<file path="src/logic/serial_fmt_consts.vh">
`ifndef SERIAL_FMT_CONSTS_VH
`define SERIAL_FMT_CONSTS_VH

// ****************************************
// register byte addresses
// ****************************************
`define ADDR_FMT_OPT   8'h00
`define ADDR_EXT_A     8'h04
`define ADDR_SER_FMT   8'h08
`define ADDR_DIV       8'h0c
`define ADDR_TXH       8'h10
`define ADDR_RXH       8'h14
`define ADDR_STAT      8'h18

// ****************************************
// serial_format_options fields
// ****************************************
`define FO_ORDER       3
`define FO_FLIP        2
`define FO_SCMODE      0
`define FO_RSV_ONES    8'hf2
`define FO_RESET       8'hf2

// ****************************************
// serial_extended_mode_a fields
// ****************************************
`define EA_SEL_EN      7
`define EA_RESET       8'h00

// ****************************************
// serial_format_register fields
// ****************************************
`define SF_SYNC        7
`define SF_CHR7        6
`define SF_PEN         5
`define SF_ODD         4
`define SF_RXEN        1
`define SF_TXEN        0
`define SF_RESET       8'h00

// ****************************************
// status fields and misc
// ****************************************
`define ST_TXEMPTY     0
`define ST_RXFULL      1
`define ST_TXBUSY      2
`define ST_PERR        3
`define DIV_RESET      16'h0010
`define LAST_BIT_8     3'h7
`define LAST_BIT_7     3'h6

`endif

</file>
<file path="src/logic/tx_bit_shifter.v">
`timescale 1ns/100ps
`default_nettype none

// ****************************************
// transmit shift register, lsb leaves first
// ****************************************
module tx_bit_shifter #(
  parameter WIDTH = 8
) (
  input  wire             clock_i,
  input  wire             rstn_i,
  input  wire             load_i,
  input  wire [WIDTH-1:0] data_i,
  input  wire             shift_i,
  output wire             bit_o
);

  reg [WIDTH-1:0] shift_reg;

  always @(posedge clock_i) begin
    if (!rstn_i) begin
      shift_reg <= {WIDTH{1'b1}};
    end else if (load_i) begin
      shift_reg <= data_i;
    end else if (shift_i) begin
      shift_reg <= {1'b1, shift_reg[WIDTH-1:1]};
    end
  end

  assign bit_o = shift_reg[0];

endmodule

`default_nettype wire

</file>
<file path="src/logic/serial_format_and_select_control.v">
// Operation
// format register bits 7..4 always read as ones, writes ignored
// format register bit 1 always reads as one
// bit 3 picks lsb-first (0) or msb-first (1) for transmit and receive
// bit order obeyed only with eight data bits, else lsb-first
// bit 2 set inverts transmit data and stores receive data inverted
// inversion never touches the parity bit; only odd/even flips it
// bit 0 selects normal (0) or smart card (1) operation
// software keeps the smart card select at zero on this part
// extended bit 7 enables the external select function
// select enabled and pin high: transmit output floats, clock forced high
// select function acts only in clocked synchronous mode
// pin back low: normal transmit drive and real clock input return
//
// Local design decisions: the APB slave port and the placing of the registers.
`timescale 1ns/100ps
`default_nettype none
`include "serial_fmt_consts.vh"

module serial_format_and_select_control #(
  parameter DIV_W = 16
) (
  input  wire        clock_i,
  input  wire        rstn_i,
  input  wire        psel_i,
  input  wire        penable_i,
  input  wire        pwrite_i,
  input  wire [7:0]  paddr_i,
  input  wire [31:0] pwdata_i,
  output reg  [31:0] prdata_o,
  output reg         pready_o,
  output reg         pslverr_o,
  input  wire        serial_clock_pin_i,
  input  wire        receive_data_in_i,
  input  wire        select_input_pin_i,
  output reg         transmit_data_out_o,
  output reg         transmit_data_oe_o
);

  // ****************************************
  // helpers
  // ****************************************
  function [7:0] reverse8;
    input [7:0] v;
    integer k;
    begin
      for (k = 0; k < 8; k = k + 1) begin
        reverse8[k] = v[7-k];
      end
    end
  endfunction

  localparam S_IDLE  = 3'h0;
  localparam S_START = 3'h1;
  localparam S_DATA  = 3'h2;
  localparam S_PAR   = 3'h3;
  localparam S_STOP  = 3'h4;

  // ****************************************
  // registers
  // ****************************************
  reg [7:0]       fmt_opt;
  reg [7:0]       ext_a;
  reg [7:0]       ser_fmt;
  reg [DIV_W-1:0] divisor;
  reg [7:0]       tx_hold;
  reg [7:0]       rx_hold;
  reg             tx_empty;
  reg             rx_full;
  reg             par_err;

  wire apb_access = psel_i && penable_i;
  wire apb_write  = apb_access && pready_o && pwrite_i;
  wire apb_read   = apb_access && pready_o && !pwrite_i;

  wire sync_mode  = ser_fmt[`SF_SYNC];
  wire eight_bits = sync_mode || !ser_fmt[`SF_CHR7];
  wire msb_first  = fmt_opt[`FO_ORDER] && eight_bits;
  wire flip       = fmt_opt[`FO_FLIP];
  // smart card stays unimplemented; software keeps the select at zero
  wire normal_op  = !fmt_opt[`FO_SCMODE];
  wire deselect   = ext_a[`EA_SEL_EN] && sync_mode && select_input_pin_i;
  wire [2:0] last_bit = eight_bits ? `LAST_BIT_8 : `LAST_BIT_7;

  // ****************************************
  // synchronous clock edge detect
  // ****************************************
  wire eff_sclk = deselect ? 1'b1 : serial_clock_pin_i;
  reg  sclk_q;
  wire sclk_rise = eff_sclk && !sclk_q;
  wire sclk_fall = !eff_sclk && sclk_q;

  always @(posedge clock_i) begin
    if (!rstn_i) begin
      sclk_q <= 1'b1;
    end else begin
      sclk_q <= eff_sclk;
    end
  end

  // ****************************************
  // transmit
  // ****************************************
  reg  [2:0]       tx_state;
  reg  [2:0]       tx_cnt;
  reg  [DIV_W-1:0] tx_tick_cnt;
  reg              tx_par;
  wire [7:0]       tx_line = flip ? ~tx_hold : tx_hold;
  wire [7:0]       tx_line_m = eight_bits ? tx_line : {1'b0, tx_line[6:0]};
  wire             tx_load = normal_op && ser_fmt[`SF_TXEN] && !tx_empty && (tx_state == S_IDLE);
  wire             tx_tick = (tx_tick_cnt == {DIV_W{1'b0}});
  // sync: move on just after the peer's sampling edge, so bit 0 is seen first
  wire             tx_step = sync_mode ? sclk_rise : tx_tick;
  wire             tx_bit;
  reg              tx_shift;

  tx_bit_shifter #(
    .WIDTH (8)
  ) u_tx_shift (
    .clock_i (clock_i),
    .rstn_i  (rstn_i),
    .load_i  (tx_load),
    .data_i  (msb_first ? reverse8(tx_line_m) : tx_line_m),
    .shift_i (tx_shift),
    .bit_o   (tx_bit)
  );

  always @* begin
    tx_shift = 1'b0;
    if (tx_state == S_DATA && tx_step && tx_cnt != last_bit) begin
      tx_shift = 1'b1;
    end
  end

  always @(posedge clock_i) begin
    if (!rstn_i) begin
      tx_state    <= S_IDLE;
      tx_cnt      <= 3'h0;
      tx_tick_cnt <= {DIV_W{1'b0}};
      tx_par      <= 1'b0;
    end else begin
      if (tx_load || tx_tick) begin
        tx_tick_cnt <= divisor;
      end else begin
        tx_tick_cnt <= tx_tick_cnt - 1'b1;
      end
      case (tx_state)
        S_IDLE: begin
          if (tx_load) begin
            tx_cnt   <= 3'h0;
            // parity over the line bits, never inverted itself
            tx_par   <= (^tx_line_m) ^ ser_fmt[`SF_ODD];
            tx_state <= sync_mode ? S_DATA : S_START;
          end
        end
        S_START: begin
          if (tx_step) begin
            tx_state <= S_DATA;
          end
        end
        S_DATA: begin
          if (tx_step) begin
            if (tx_cnt == last_bit) begin
              if (sync_mode) begin
                tx_state <= S_IDLE;
              end else begin
                tx_state <= ser_fmt[`SF_PEN] ? S_PAR : S_STOP;
              end
            end else begin
              tx_cnt <= tx_cnt + 1'b1;
            end
          end
        end
        S_PAR: begin
          if (tx_step) begin
            tx_state <= S_STOP;
          end
        end
        S_STOP: begin
          if (tx_step) begin
            tx_state <= S_IDLE;
          end
        end
        default: begin
          tx_state <= S_IDLE;
        end
      endcase
    end
  end

  always @(posedge clock_i) begin
    if (!rstn_i) begin
      transmit_data_out_o <= 1'b1;
      transmit_data_oe_o  <= 1'b1;
    end else begin
      transmit_data_oe_o <= !deselect;
      case (tx_state)
        S_START: transmit_data_out_o <= 1'b0;
        S_DATA:  transmit_data_out_o <= tx_bit;
        S_PAR:   transmit_data_out_o <= tx_par;
        default: transmit_data_out_o <= 1'b1;
      endcase
    end
  end

  // ****************************************
  // receive
  // ****************************************
  reg  [2:0]       rx_state;
  reg  [2:0]       rx_cnt;
  reg  [DIV_W-1:0] rx_tick_cnt;
  reg  [7:0]       rx_sr;
  reg              rx_in_q;
  reg              rx_done;
  reg              rx_bad;
  wire             rx_tick = (rx_tick_cnt == {DIV_W{1'b0}});
  wire             rx_samp = sync_mode ? sclk_rise : rx_tick;
  wire             rx_go   = normal_op && ser_fmt[`SF_RXEN] && !par_err;
  wire [7:0]       rx_line = eight_bits ? rx_sr : {1'b0, rx_sr[7:1]};
  wire [7:0]       rx_ord  = msb_first ? reverse8(rx_line) : rx_line;
  wire [7:0]       rx_store = flip ? (eight_bits ? ~rx_ord : {1'b0, ~rx_ord[6:0]}) : rx_ord;

  always @(posedge clock_i) begin
    if (!rstn_i) begin
      rx_state    <= S_IDLE;
      rx_cnt      <= 3'h0;
      rx_tick_cnt <= {DIV_W{1'b0}};
      rx_sr       <= 8'h00;
      rx_in_q     <= 1'b1;
      rx_done     <= 1'b0;
      rx_bad      <= 1'b0;
    end else begin
      rx_in_q <= receive_data_in_i;
      rx_done <= 1'b0;
      rx_bad  <= 1'b0;
      if (rx_tick) begin
        rx_tick_cnt <= divisor;
      end else begin
        rx_tick_cnt <= rx_tick_cnt - 1'b1;
      end
      case (rx_state)
        S_IDLE: begin
          rx_cnt <= 3'h0;
          if (rx_go && sync_mode) begin
            rx_state <= S_DATA;
          end else if (rx_go && rx_in_q && !receive_data_in_i) begin
            // land sampling near mid-bit
            rx_tick_cnt <= {1'b0, divisor[DIV_W-1:1]};
            rx_state    <= S_START;
          end
        end
        S_START: begin
          if (rx_tick) begin
            rx_state <= receive_data_in_i ? S_IDLE : S_DATA;
          end
        end
        S_DATA: begin
          if (!rx_go) begin
            rx_state <= S_IDLE;
          end else if (rx_samp) begin
            rx_sr <= {receive_data_in_i, rx_sr[7:1]};
            if (rx_cnt == last_bit) begin
              if (sync_mode) begin
                rx_done  <= 1'b1;
                rx_state <= S_IDLE;
              end else begin
                rx_state <= ser_fmt[`SF_PEN] ? S_PAR : S_STOP;
              end
            end else begin
              rx_cnt <= rx_cnt + 1'b1;
            end
          end
        end
        S_PAR: begin
          if (rx_tick) begin
            // checked on line bits, independent of inversion
            rx_bad   <= (^rx_line) ^ ser_fmt[`SF_ODD] ^ receive_data_in_i;
            rx_state <= S_STOP;
          end
        end
        S_STOP: begin
          if (rx_tick) begin
            rx_done  <= 1'b1;
            rx_state <= S_IDLE;
          end
        end
        default: begin
          rx_state <= S_IDLE;
        end
      endcase
    end
  end

  // ****************************************
  // apb register file
  // ****************************************
  reg [31:0] rd_mux;
  reg        rd_err;

  always @* begin
    rd_err = 1'b0;
    case (paddr_i)
      `ADDR_FMT_OPT: rd_mux = {24'h000000, fmt_opt | `FO_RSV_ONES};
      `ADDR_EXT_A:   rd_mux = {24'h000000, ext_a};
      `ADDR_SER_FMT: rd_mux = {24'h000000, ser_fmt};
      `ADDR_DIV:     rd_mux = {{(32-DIV_W){1'b0}}, divisor};
      `ADDR_TXH:     rd_mux = {24'h000000, tx_hold};
      `ADDR_RXH:     rd_mux = {24'h000000, rx_hold};
      `ADDR_STAT:    rd_mux = {28'h0000000, par_err, (tx_state != S_IDLE), rx_full, tx_empty};
      default: begin
        rd_mux = 32'h00000000;
        rd_err = 1'b1;
      end
    endcase
  end

  always @(posedge clock_i) begin
    if (!rstn_i) begin
      pready_o  <= 1'b0;
      pslverr_o <= 1'b0;
      prdata_o  <= 32'h00000000;
    end else begin
      // one wait state: answer registered a cycle into the access phase
      pready_o  <= apb_access && !pready_o;
      pslverr_o <= apb_access && !pready_o && rd_err;
      prdata_o  <= (apb_access && !pready_o && !pwrite_i) ? rd_mux : 32'h00000000;
    end
  end

  always @(posedge clock_i) begin
    if (!rstn_i) begin
      fmt_opt      <= `FO_RESET;
      ext_a        <= `EA_RESET;
      ser_fmt      <= `SF_RESET;
      divisor      <= `DIV_RESET;
      tx_hold      <= 8'h00;
      rx_hold      <= 8'h00;
      tx_empty     <= 1'b1;
      rx_full      <= 1'b0;
      par_err      <= 1'b0;
    end else begin
      if (apb_write) begin
        case (paddr_i)
          `ADDR_FMT_OPT: fmt_opt <= pwdata_i[7:0] | `FO_RSV_ONES;
          `ADDR_EXT_A:   ext_a   <= pwdata_i[7:0];
          `ADDR_SER_FMT: ser_fmt <= pwdata_i[7:0];
          `ADDR_DIV:     divisor <= pwdata_i[DIV_W-1:0];
          `ADDR_TXH:     tx_hold <= pwdata_i[7:0];
          default: begin
          end
        endcase
      end
      // set wins over clear on every status flag
      if (tx_load) begin
        tx_empty <= 1'b1;
      end else if (apb_write && paddr_i == `ADDR_TXH) begin
        tx_empty <= 1'b0;
      end
      if (rx_done) begin
        // a character with bad parity still lands, it is just not marked
        rx_hold <= rx_store;
      end
      if (rx_done && !par_err) begin
        rx_full <= 1'b1;
      end else if (apb_read && paddr_i == `ADDR_RXH) begin
        rx_full <= 1'b0;
      end
      if (rx_bad) begin
        par_err <= 1'b1;
      end else if (apb_write && paddr_i == `ADDR_STAT && pwdata_i[`ST_PERR]) begin
        par_err <= 1'b0;
      end
    end
  end

endmodule

`default_nettype wire

</file>
<file path="config.mk">
export PLATFORM = sky130hd
export DESIGN_NAME = serial_format_and_select_control
export DESIGN_NICKNAME = d
export VERILOG_FILES = /design/src/logic/tx_bit_shifter.v /design/src/logic/serial_format_and_select_control.v
export VERILOG_INCLUDE_DIRS = /design/src /design/src/logic
export SDC_FILE = /design/constraint.sdc
export NUM_CORES = 1
export LEC_CHECK = 0
export BUFFER_PORTS_ARGS = -buffer_cell sky130_fd_sc_hd__buf_2
export CORE_ASPECT_RATIO = 1.2
export CORE_MARGIN = 2
export CORE_UTILIZATION = 45
export DETAILED_ROUTE_END_ITERATION = 12
export PLACE_DENSITY = 0.67
export SLEW_MARGIN = 20
export SYNTH_ARGS = -nofsm -noshare
export SYNTH_HDL_FRONTEND = slang
export SYNTH_SLANG_ARGS = --single-unit
</file>
<file path="constraint.sdc">
create_clock -name clock_i -period 1.92 [get_ports clock_i]
set_clock_uncertainty 0.1 [all_clocks]
set_input_delay 0.288 -clock clock_i [delete_from_list [all_inputs] [get_ports clock_i]]
set_output_delay 0.288 -clock clock_i [all_outputs]
set_load 0.02 [all_outputs]
</file>
; Yosys cells after proc, flatten, opt, wreduce, memory -nomap -nowiden
; Cells that the tools add are included.
; W data, S select, Z words.
[op_classes]
bitwise = 7
n_eq_ne = 33
muxes = 60
shifts = 0
n_addsub = 4
order_cmp = 0
n_reduce_logical = 65
n_mul = 0
n_div = 0
[ops]
columns = operator, n
row1 = $pmux W16 S7, 1
row2 = $mux W16, 5
row3 = $mux W8, 9
row4 = $mux W3, 22
row5 = $logic_not A16 Y1, 2
row6 = $sub A16 B1 Y16 const B, 2
row7 = $pmux W3 S5, 2
row8 = $logic_and A1 B1 Y1, 26
row9 = $eq A8 B5 Y1 const B, 3
row10 = $ne A2 B2 Y1 const B, 12
row11 = $eq A8 B4 Y1 const B, 2
row12 = $not A8 Y8, 2
row13 = $reduce_xor A8 Y1, 2
row14 = $mux W1, 15
row15 = $reduce_and A2 Y1, 7
row16 = $eq A3 B2 Y1 const B, 4
row17 = $pmux W3 S2, 2
row18 = $reduce_and A6 Y1, 2
row19 = $reduce_bool A2 Y1, 5
row20 = $logic_not A1 Y1, 9
row21 = $ne A3 B3 Y1 const B, 3
row22 = $eq A8 B3 Y1 const B, 1
row23 = $logic_not A8 Y1, 1
row24 = $reduce_and A4 Y1, 2
row25 = other kinds (18), 28
[word_totals]
romBits = 0
memories = 0
ram_bits = 0
output_inout_bits = 36
in_bits = 48
latch_bits = 0
elab_cells = 196
regBits = 155

; Logic depth before layout (Yosys ltp)
[logic_depth]
depth_word = 10
mapped_depth = 8

; By module
; From an unflattened synthesis, not the netlist that was laid out.
[unflattened]
cells_unflattened = 835
area_unflattened_um2 = 7233.2
[modules_own_cells]
columns = mod, area_per_inst_um2, n_inst, cells_per_inst, seq_area_each_um2
row1 = serial_format_and_select_control, 6835.3, 1, 800, 2622.5
row2 = tx_bit_shifter, 397.9, 1, 35, 160.2

; Worst setup path after synthesis
; No wires, ideal clock.
[synth_timing]
path_type = reg2reg
startpoint = register tx_state[1]
endpoint = register u_tx_shift.shift_reg[0]
n_path_buf = 2
t_arrival_ns = 1.835
stages_incl_launch_ff = 7
setup_slack_ns = -0.135
path_cell_list = dfxtp_1 > or4b_4 > or3_1 > buf_2 > o21a_1 > buf_6 > o31a_1
[synth_via]
elab_chain_len = 5
[synth_lines]
columns = element, line
row1 = from (decl), serial_format_and_select_control.v:104  ; reg [2:0] tx_state;
row2 = from (signal assigned), serial_format_and_select_control.v:153  ; tx_state <= sync_mode ? S_DATA : S_START;
row3 = from (signal assigned), serial_format_and_select_control.v:167  ; tx_state <= ser_fmt[`SF_PEN] ? S_PAR : S_STOP;
row4 = $eq A3 B2 Y1, serial_format_and_select_control.v:130  ; if (tx_state == S_DATA && tx_step && tx_cnt != last_bit) begin
row5 = $logic_and A1 B1 Y1 (2 in a row), serial_format_and_select_control.v:130
row6 = $mux W1, serial_format_and_select_control.v:130
row7 = $reduce_bool A2 Y1 (no line), n/a
row8 = to (signal assigned), tx_bit_shifter.v:22  ; shift_reg <= {WIDTH{1'b1}};
row9 = to (signal assigned), tx_bit_shifter.v:24  ; shift_reg <= data_i;
row10 = to (signal assigned), tx_bit_shifter.v:26  ; shift_reg <= {1'b1, shift_reg[WIDTH-1:1]};
row11 = to (decl), tx_bit_shifter.v:18  ; reg [WIDTH-1:0] shift_reg;
; Parallel ways exist; a longest one is shown, timed or not.
; A chain may end at the register's enable or synchronous reset.

; Final worst setup path
; Ends and elaborated chain as after synthesis.

==> impl_metrics.yaml <==
setup_path:
  cp.required_ns: 2.14
  worstRegToRegCells: 4
  crit_arrival_ns: 2.17
  cell_breakdown_of_the_critical_path: "or4b_4 -> or3_4 -> o21a_4 -> o31a_1"
  critical_path.slowest_cell: "sky130_fd_sc_hd__or4b_4"
  crit_start: "tx_state[1]"
  path_max_fanout: 5
  crit-reg2reg-capture: "u_tx_shift.shift_reg[0]"
  worst_setup_path_end_kind: "register"
  cp-start-kind: "register"
  timing.critical_path.buf_inv: 0
  critical-path-max-stage-delay_ns: 0.57
  r2r_slack_ns: -0.03
  crit-reg2reg-launch: "tx_state[1]"
  setup.worst_path.class: "register to register"
  critical_path.top_delay_family: "simple AND/OR/NAND/NOR gates"
die:
  io_pins: 84
  start_util_pct: 46.1
  core_region_area_um2: 15600
  die_height_um: 142
  chipWidth_um: 119
  std_cell_rows: 50
  floorplan.die_area_um2: 17000
yosys:
  synth-seq-area-share_pct: 38.8
  synth_seq_cells: 139
  synthDominantAreaCellType: "sky130_fd_sc_hd__dfxtp_1"
  syn_avg_cell_area_um2: 8.23
  post_synth_edffs: 0
  synthTopCellsByArea: "sky130_fd_sc_hd__dfxtp_1, sky130_fd_sc_hd__mux2i_1, sky130_fd_sc_hd__nand2_1"
  synth_cells: 872
  dominant_combinational_cell_family_by_area_after_synthesis: "simple AND/OR/NAND/NOR gates"
  post_synth_xor_area_fraction_pct: 6.54
  synth_simple_gate_area_share_pct: 22.8
  compound_gate_fraction_of_synth_area_pct: 16.8
  synth_fa_ha_area_share_pct: 1.05
  postSynth.asyncResetShare_pct: 0
  synth.top_cell.area_share_pct: 38.8
  mux_cell_area_share_after_synthesis_pct: 7.81
  synthFlopType: "sky130_fd_sc_hd__dfxtp_1"
  syn_area_um2: 7180
  netlist-cell-type-count: 58
  synth_warnings: 0
routing:
  routed_via_density: 5.59
  postRouteWirelength_mm: 21.2
  remaining_drc_errors: 0
  route.antenna.remaining_nets: 0
  count_of_vias_placed_by_the_detailed_router: 6869
  routed_wire_per_std_cell_um: 17.2
  drtPass1Iterations: 6
  initialDrtViolationCount: 608
power:
  peakVddDrop_mv: 0.640
  report.power.total_mw: 10.7
  p_leak_nw: 3.89
  cellPowerDensity_nw_per_um2: 1130
cts:
  tritoncts: "yes"
  clkLatencyLatePin_ns: 0.44
  h_tree_level_count: 4
  cts_buffer_depth: 2
  tritoncts.num_buffers: 17
  clock_tree.root_cell: "sky130_fd_sc_hd__clkbuf_16"
  cts.clk_slew.worst_paths_ns: 0.06
  clock_sinks: 139
sta:
  tightestPinTransition_ns: 0.716
  timing.slew.headroom_pct: 52.2
  maxSlewViolCount: 0
  fin_crit_ns: 1.95
  report.final.setup_viol: 7
  timing.final.ws_setup_ns: -0.0316
  finalCritPeriodShare_pct: 102
  unrepaired_setup_endpoints_after_global_routing: "yes"
  hold_viol: 0
  max_freq_mhz: 512
grt:
  grt_first_pass_wirelength_mm: 32.2
  grt_start_max_net_pins: 50
  globalRouteOverflowTotal: 0
  antenna_found_initial: 0
  grt_pass1_vias: 6400
  grt_util_all_layers_pct: 24.3
outcome:
  status: "complete, but fails checks"
  violations_in_the_final_reports: "setup timing"
final_layout:
  finish.net_count: 1062
  final.fill_count: 1350
  final_core_utilization_pct: 61.0
  finish.instance_area_um2: 9500
  antenna_cells_inserted: 0
  area.growth.synth_to_final_pct: 32.4
  final_cells: 1229
  drive_above_1_share_pct: 27.2
placed_design:
  place.port_buffers: 51
  place.detailed.instances: 1177
  place_area_um2: 8280
  hpwlAfterDp_mm: 14.5
  place.gp.congestion: 0.934
  dpl_worst_slack_ns: -0.188
worst_hold_path:
  worstHoldPathType: "primary input to register"
  min_delay_path_depth: 3
  whs_endpoint: "divisor[10]"
  hold_path.startpoint: "pwdata_i[10]"
run:
  max_cap_violations: 0
==> report_power, final <==
group	internal, mW	total (mW)	switching, mW
logic	1.94	3.84	1.90
registers	3.20	3.55	0.350
clock network	1.93	3.30	1.37
total	7.08	10.7	3.62
==> Yosys cell counts (2+ instances only) <==
master / number
sky130_fd_sc_hd__o21ai_0: 42
sky130_fd_sc_hd__buf_1: 3
sky130_fd_sc_hd__and4_1: 2
sky130_fd_sc_hd__o21ai_1: 2
sky130_fd_sc_hd__inv_1: 21
sky130_fd_sc_hd__nor3_1: 18
sky130_fd_sc_hd__a211oi_1: 23
sky130_fd_sc_hd__nand3b_1: 2
sky130_fd_sc_hd__nand2b_1: 9
sky130_fd_sc_hd__o211ai_1: 7
sky130_fd_sc_hd__xor2_1: 21
sky130_fd_sc_hd__buf_2: 8
sky130_fd_sc_hd__nor4_1: 11
sky130_fd_sc_hd__nand2_1: 107
sky130_fd_sc_hd__nor4b_1: 7
sky130_fd_sc_hd__o31ai_1: 4
sky130_fd_sc_hd__a221oi_1: 4
sky130_fd_sc_hd__nor4_2: 3
sky130_fd_sc_hd__dfxtp_1: 139
sky130_fd_sc_hd__ha_1: 6
sky130_fd_sc_hd__o2111ai_1: 8
sky130_fd_sc_hd__or4_1: 4
sky130_fd_sc_hd__o22ai_1: 4
sky130_fd_sc_hd__nor3b_1: 9
sky130_fd_sc_hd__nand4b_1: 4
sky130_fd_sc_hd__a222oi_1: 5
sky130_fd_sc_hd__nor2_1: 74
sky130_fd_sc_hd__clkbuf_1: 45
sky130_fd_sc_hd__and2_1: 2
sky130_fd_sc_hd__nand4_1: 5
sky130_fd_sc_hd__o31a_1: 8
sky130_fd_sc_hd__nand3_1: 38
sky130_fd_sc_hd__a31oi_1: 7
sky130_fd_sc_hd__and3_1: 18
sky130_fd_sc_hd__buf_4: 17
sky130_fd_sc_hd__xnor2_1: 30
sky130_fd_sc_hd__a21oi_1: 63
sky130_fd_sc_hd__or3_1: 8
sky130_fd_sc_hd__o21a_1: 5
sky130_fd_sc_hd__nor2b_1: 4
sky130_fd_sc_hd__mux2i_1: 56
sky130_fd_sc_hd__a21o_1: 2
sky130_fd_sc_hd__or3b_2: 2
==> cell type report <==
class / instances / area (um2) / share of cell area, %
Multi-Input combinational cell: 654 / 4400 / 46.3
Sequential cell: 139 / 2790 / 29.4
Timing Repair Buffer: 174 / 1380 / 14.5
Clock buffer: 18 / 429 / 4.52
Tap cell: 208 / 260 / 2.74
Clock inverter: 14 / 161 / 1.70
Inverter: 22 / 82.6 / 0.869
==> kinds of logic (layout without fill, tap and decap cells) <==
logic type,Yosys count,count (layout)
multiplexers,56,56
AND/OR/NAND/NOR,331,331
buffers and inverters,96,228
XOR/XNOR,52,52
flip-flops,139,139
adder cells (fa/ha/maj),6,6
AO/OA/AOI/OAI,191,193
other,1,16
==> metrics by stage <==
step	hold slack, ns	setup TNS, ns
after floorplan	0.284	-0.816
after global placement	0.331	-2.83
after detailed placement	0.340	-4.04
after CTS	0.00606	-0.0124
after global routing	0.0308	-1.18
final	0.00983	-0.146
==> worst reg2reg max path: stages, from the launching register on <==
cell and delay [ns]:
sky130_fd_sc_hd__dfxtp_2 0.32, sky130_fd_sc_hd__or4b_4 0.57, sky130_fd_sc_hd__or3_4 0.45, sky130_fd_sc_hd__o21a_4 0.17, sky130_fd_sc_hd__o31a_1 0.24
==> per-layer routing <==
layer | global-route usage (%) | vias up | part of all wire, %
li1 | - | 3347 | -
met4 | 12.2 | 0 | 3.7
met1 | 27.8 | 3269 | 41
met2 | 43.4 | 195 | 51
met3 | 4.29 | 58 | 4.1
met5 | 0 | - | 0
==> worst max path at each step <==
stage | to | cells after the start | slack, ns
2_1_floorplan | u_tx_shift.shift_reg[0] | 6 | -0.11
3_3_place_gp | fmt_opt[0] | 7 | -0.13
3_5_place_dp | rx_cnt[1] | 9 | -0.19
4_1_cts | u_tx_shift.shift_reg[7] | 5 | -0.01
5_1_grt | u_tx_shift.shift_reg[2] | 6 | -0.09
6_report | u_tx_shift.shift_reg[0] | 4 | -0.03
==> layout by cell type (no fill, tap or decap), types with 16 or more instances in the layout <==
cell,instances
sky130_fd_sc_hd__dfxtp_1,130
sky130_fd_sc_hd__nand2_1,106
sky130_fd_sc_hd__buf_4,96
sky130_fd_sc_hd__nor2_1,67
sky130_fd_sc_hd__a21oi_1,60
sky130_fd_sc_hd__mux2i_1,54
sky130_fd_sc_hd__buf_2,51
sky130_fd_sc_hd__nand3_1,37
sky130_fd_sc_hd__o21ai_0,35
sky130_fd_sc_hd__xnor2_1,30
sky130_fd_sc_hd__xor2_1,21
sky130_fd_sc_hd__clkbuf_16,20
sky130_fd_sc_hd__and3_1,18
sky130_fd_sc_hd__inv_1,17
sky130_fd_sc_hd__conb_1,16
==> timing repair <==
item                                   4_1_cts  5_1_grt
cloned                                       2        4
setup endpoints to repair                   37       59
hold buffers                                 8        0
pin swaps                                    3       21
buffers inserted                             1        5
gates resized for setup                     28       77
endpoints found under the hold margin        8        0
Note: power is estimated with default switching activity, not from simulation.
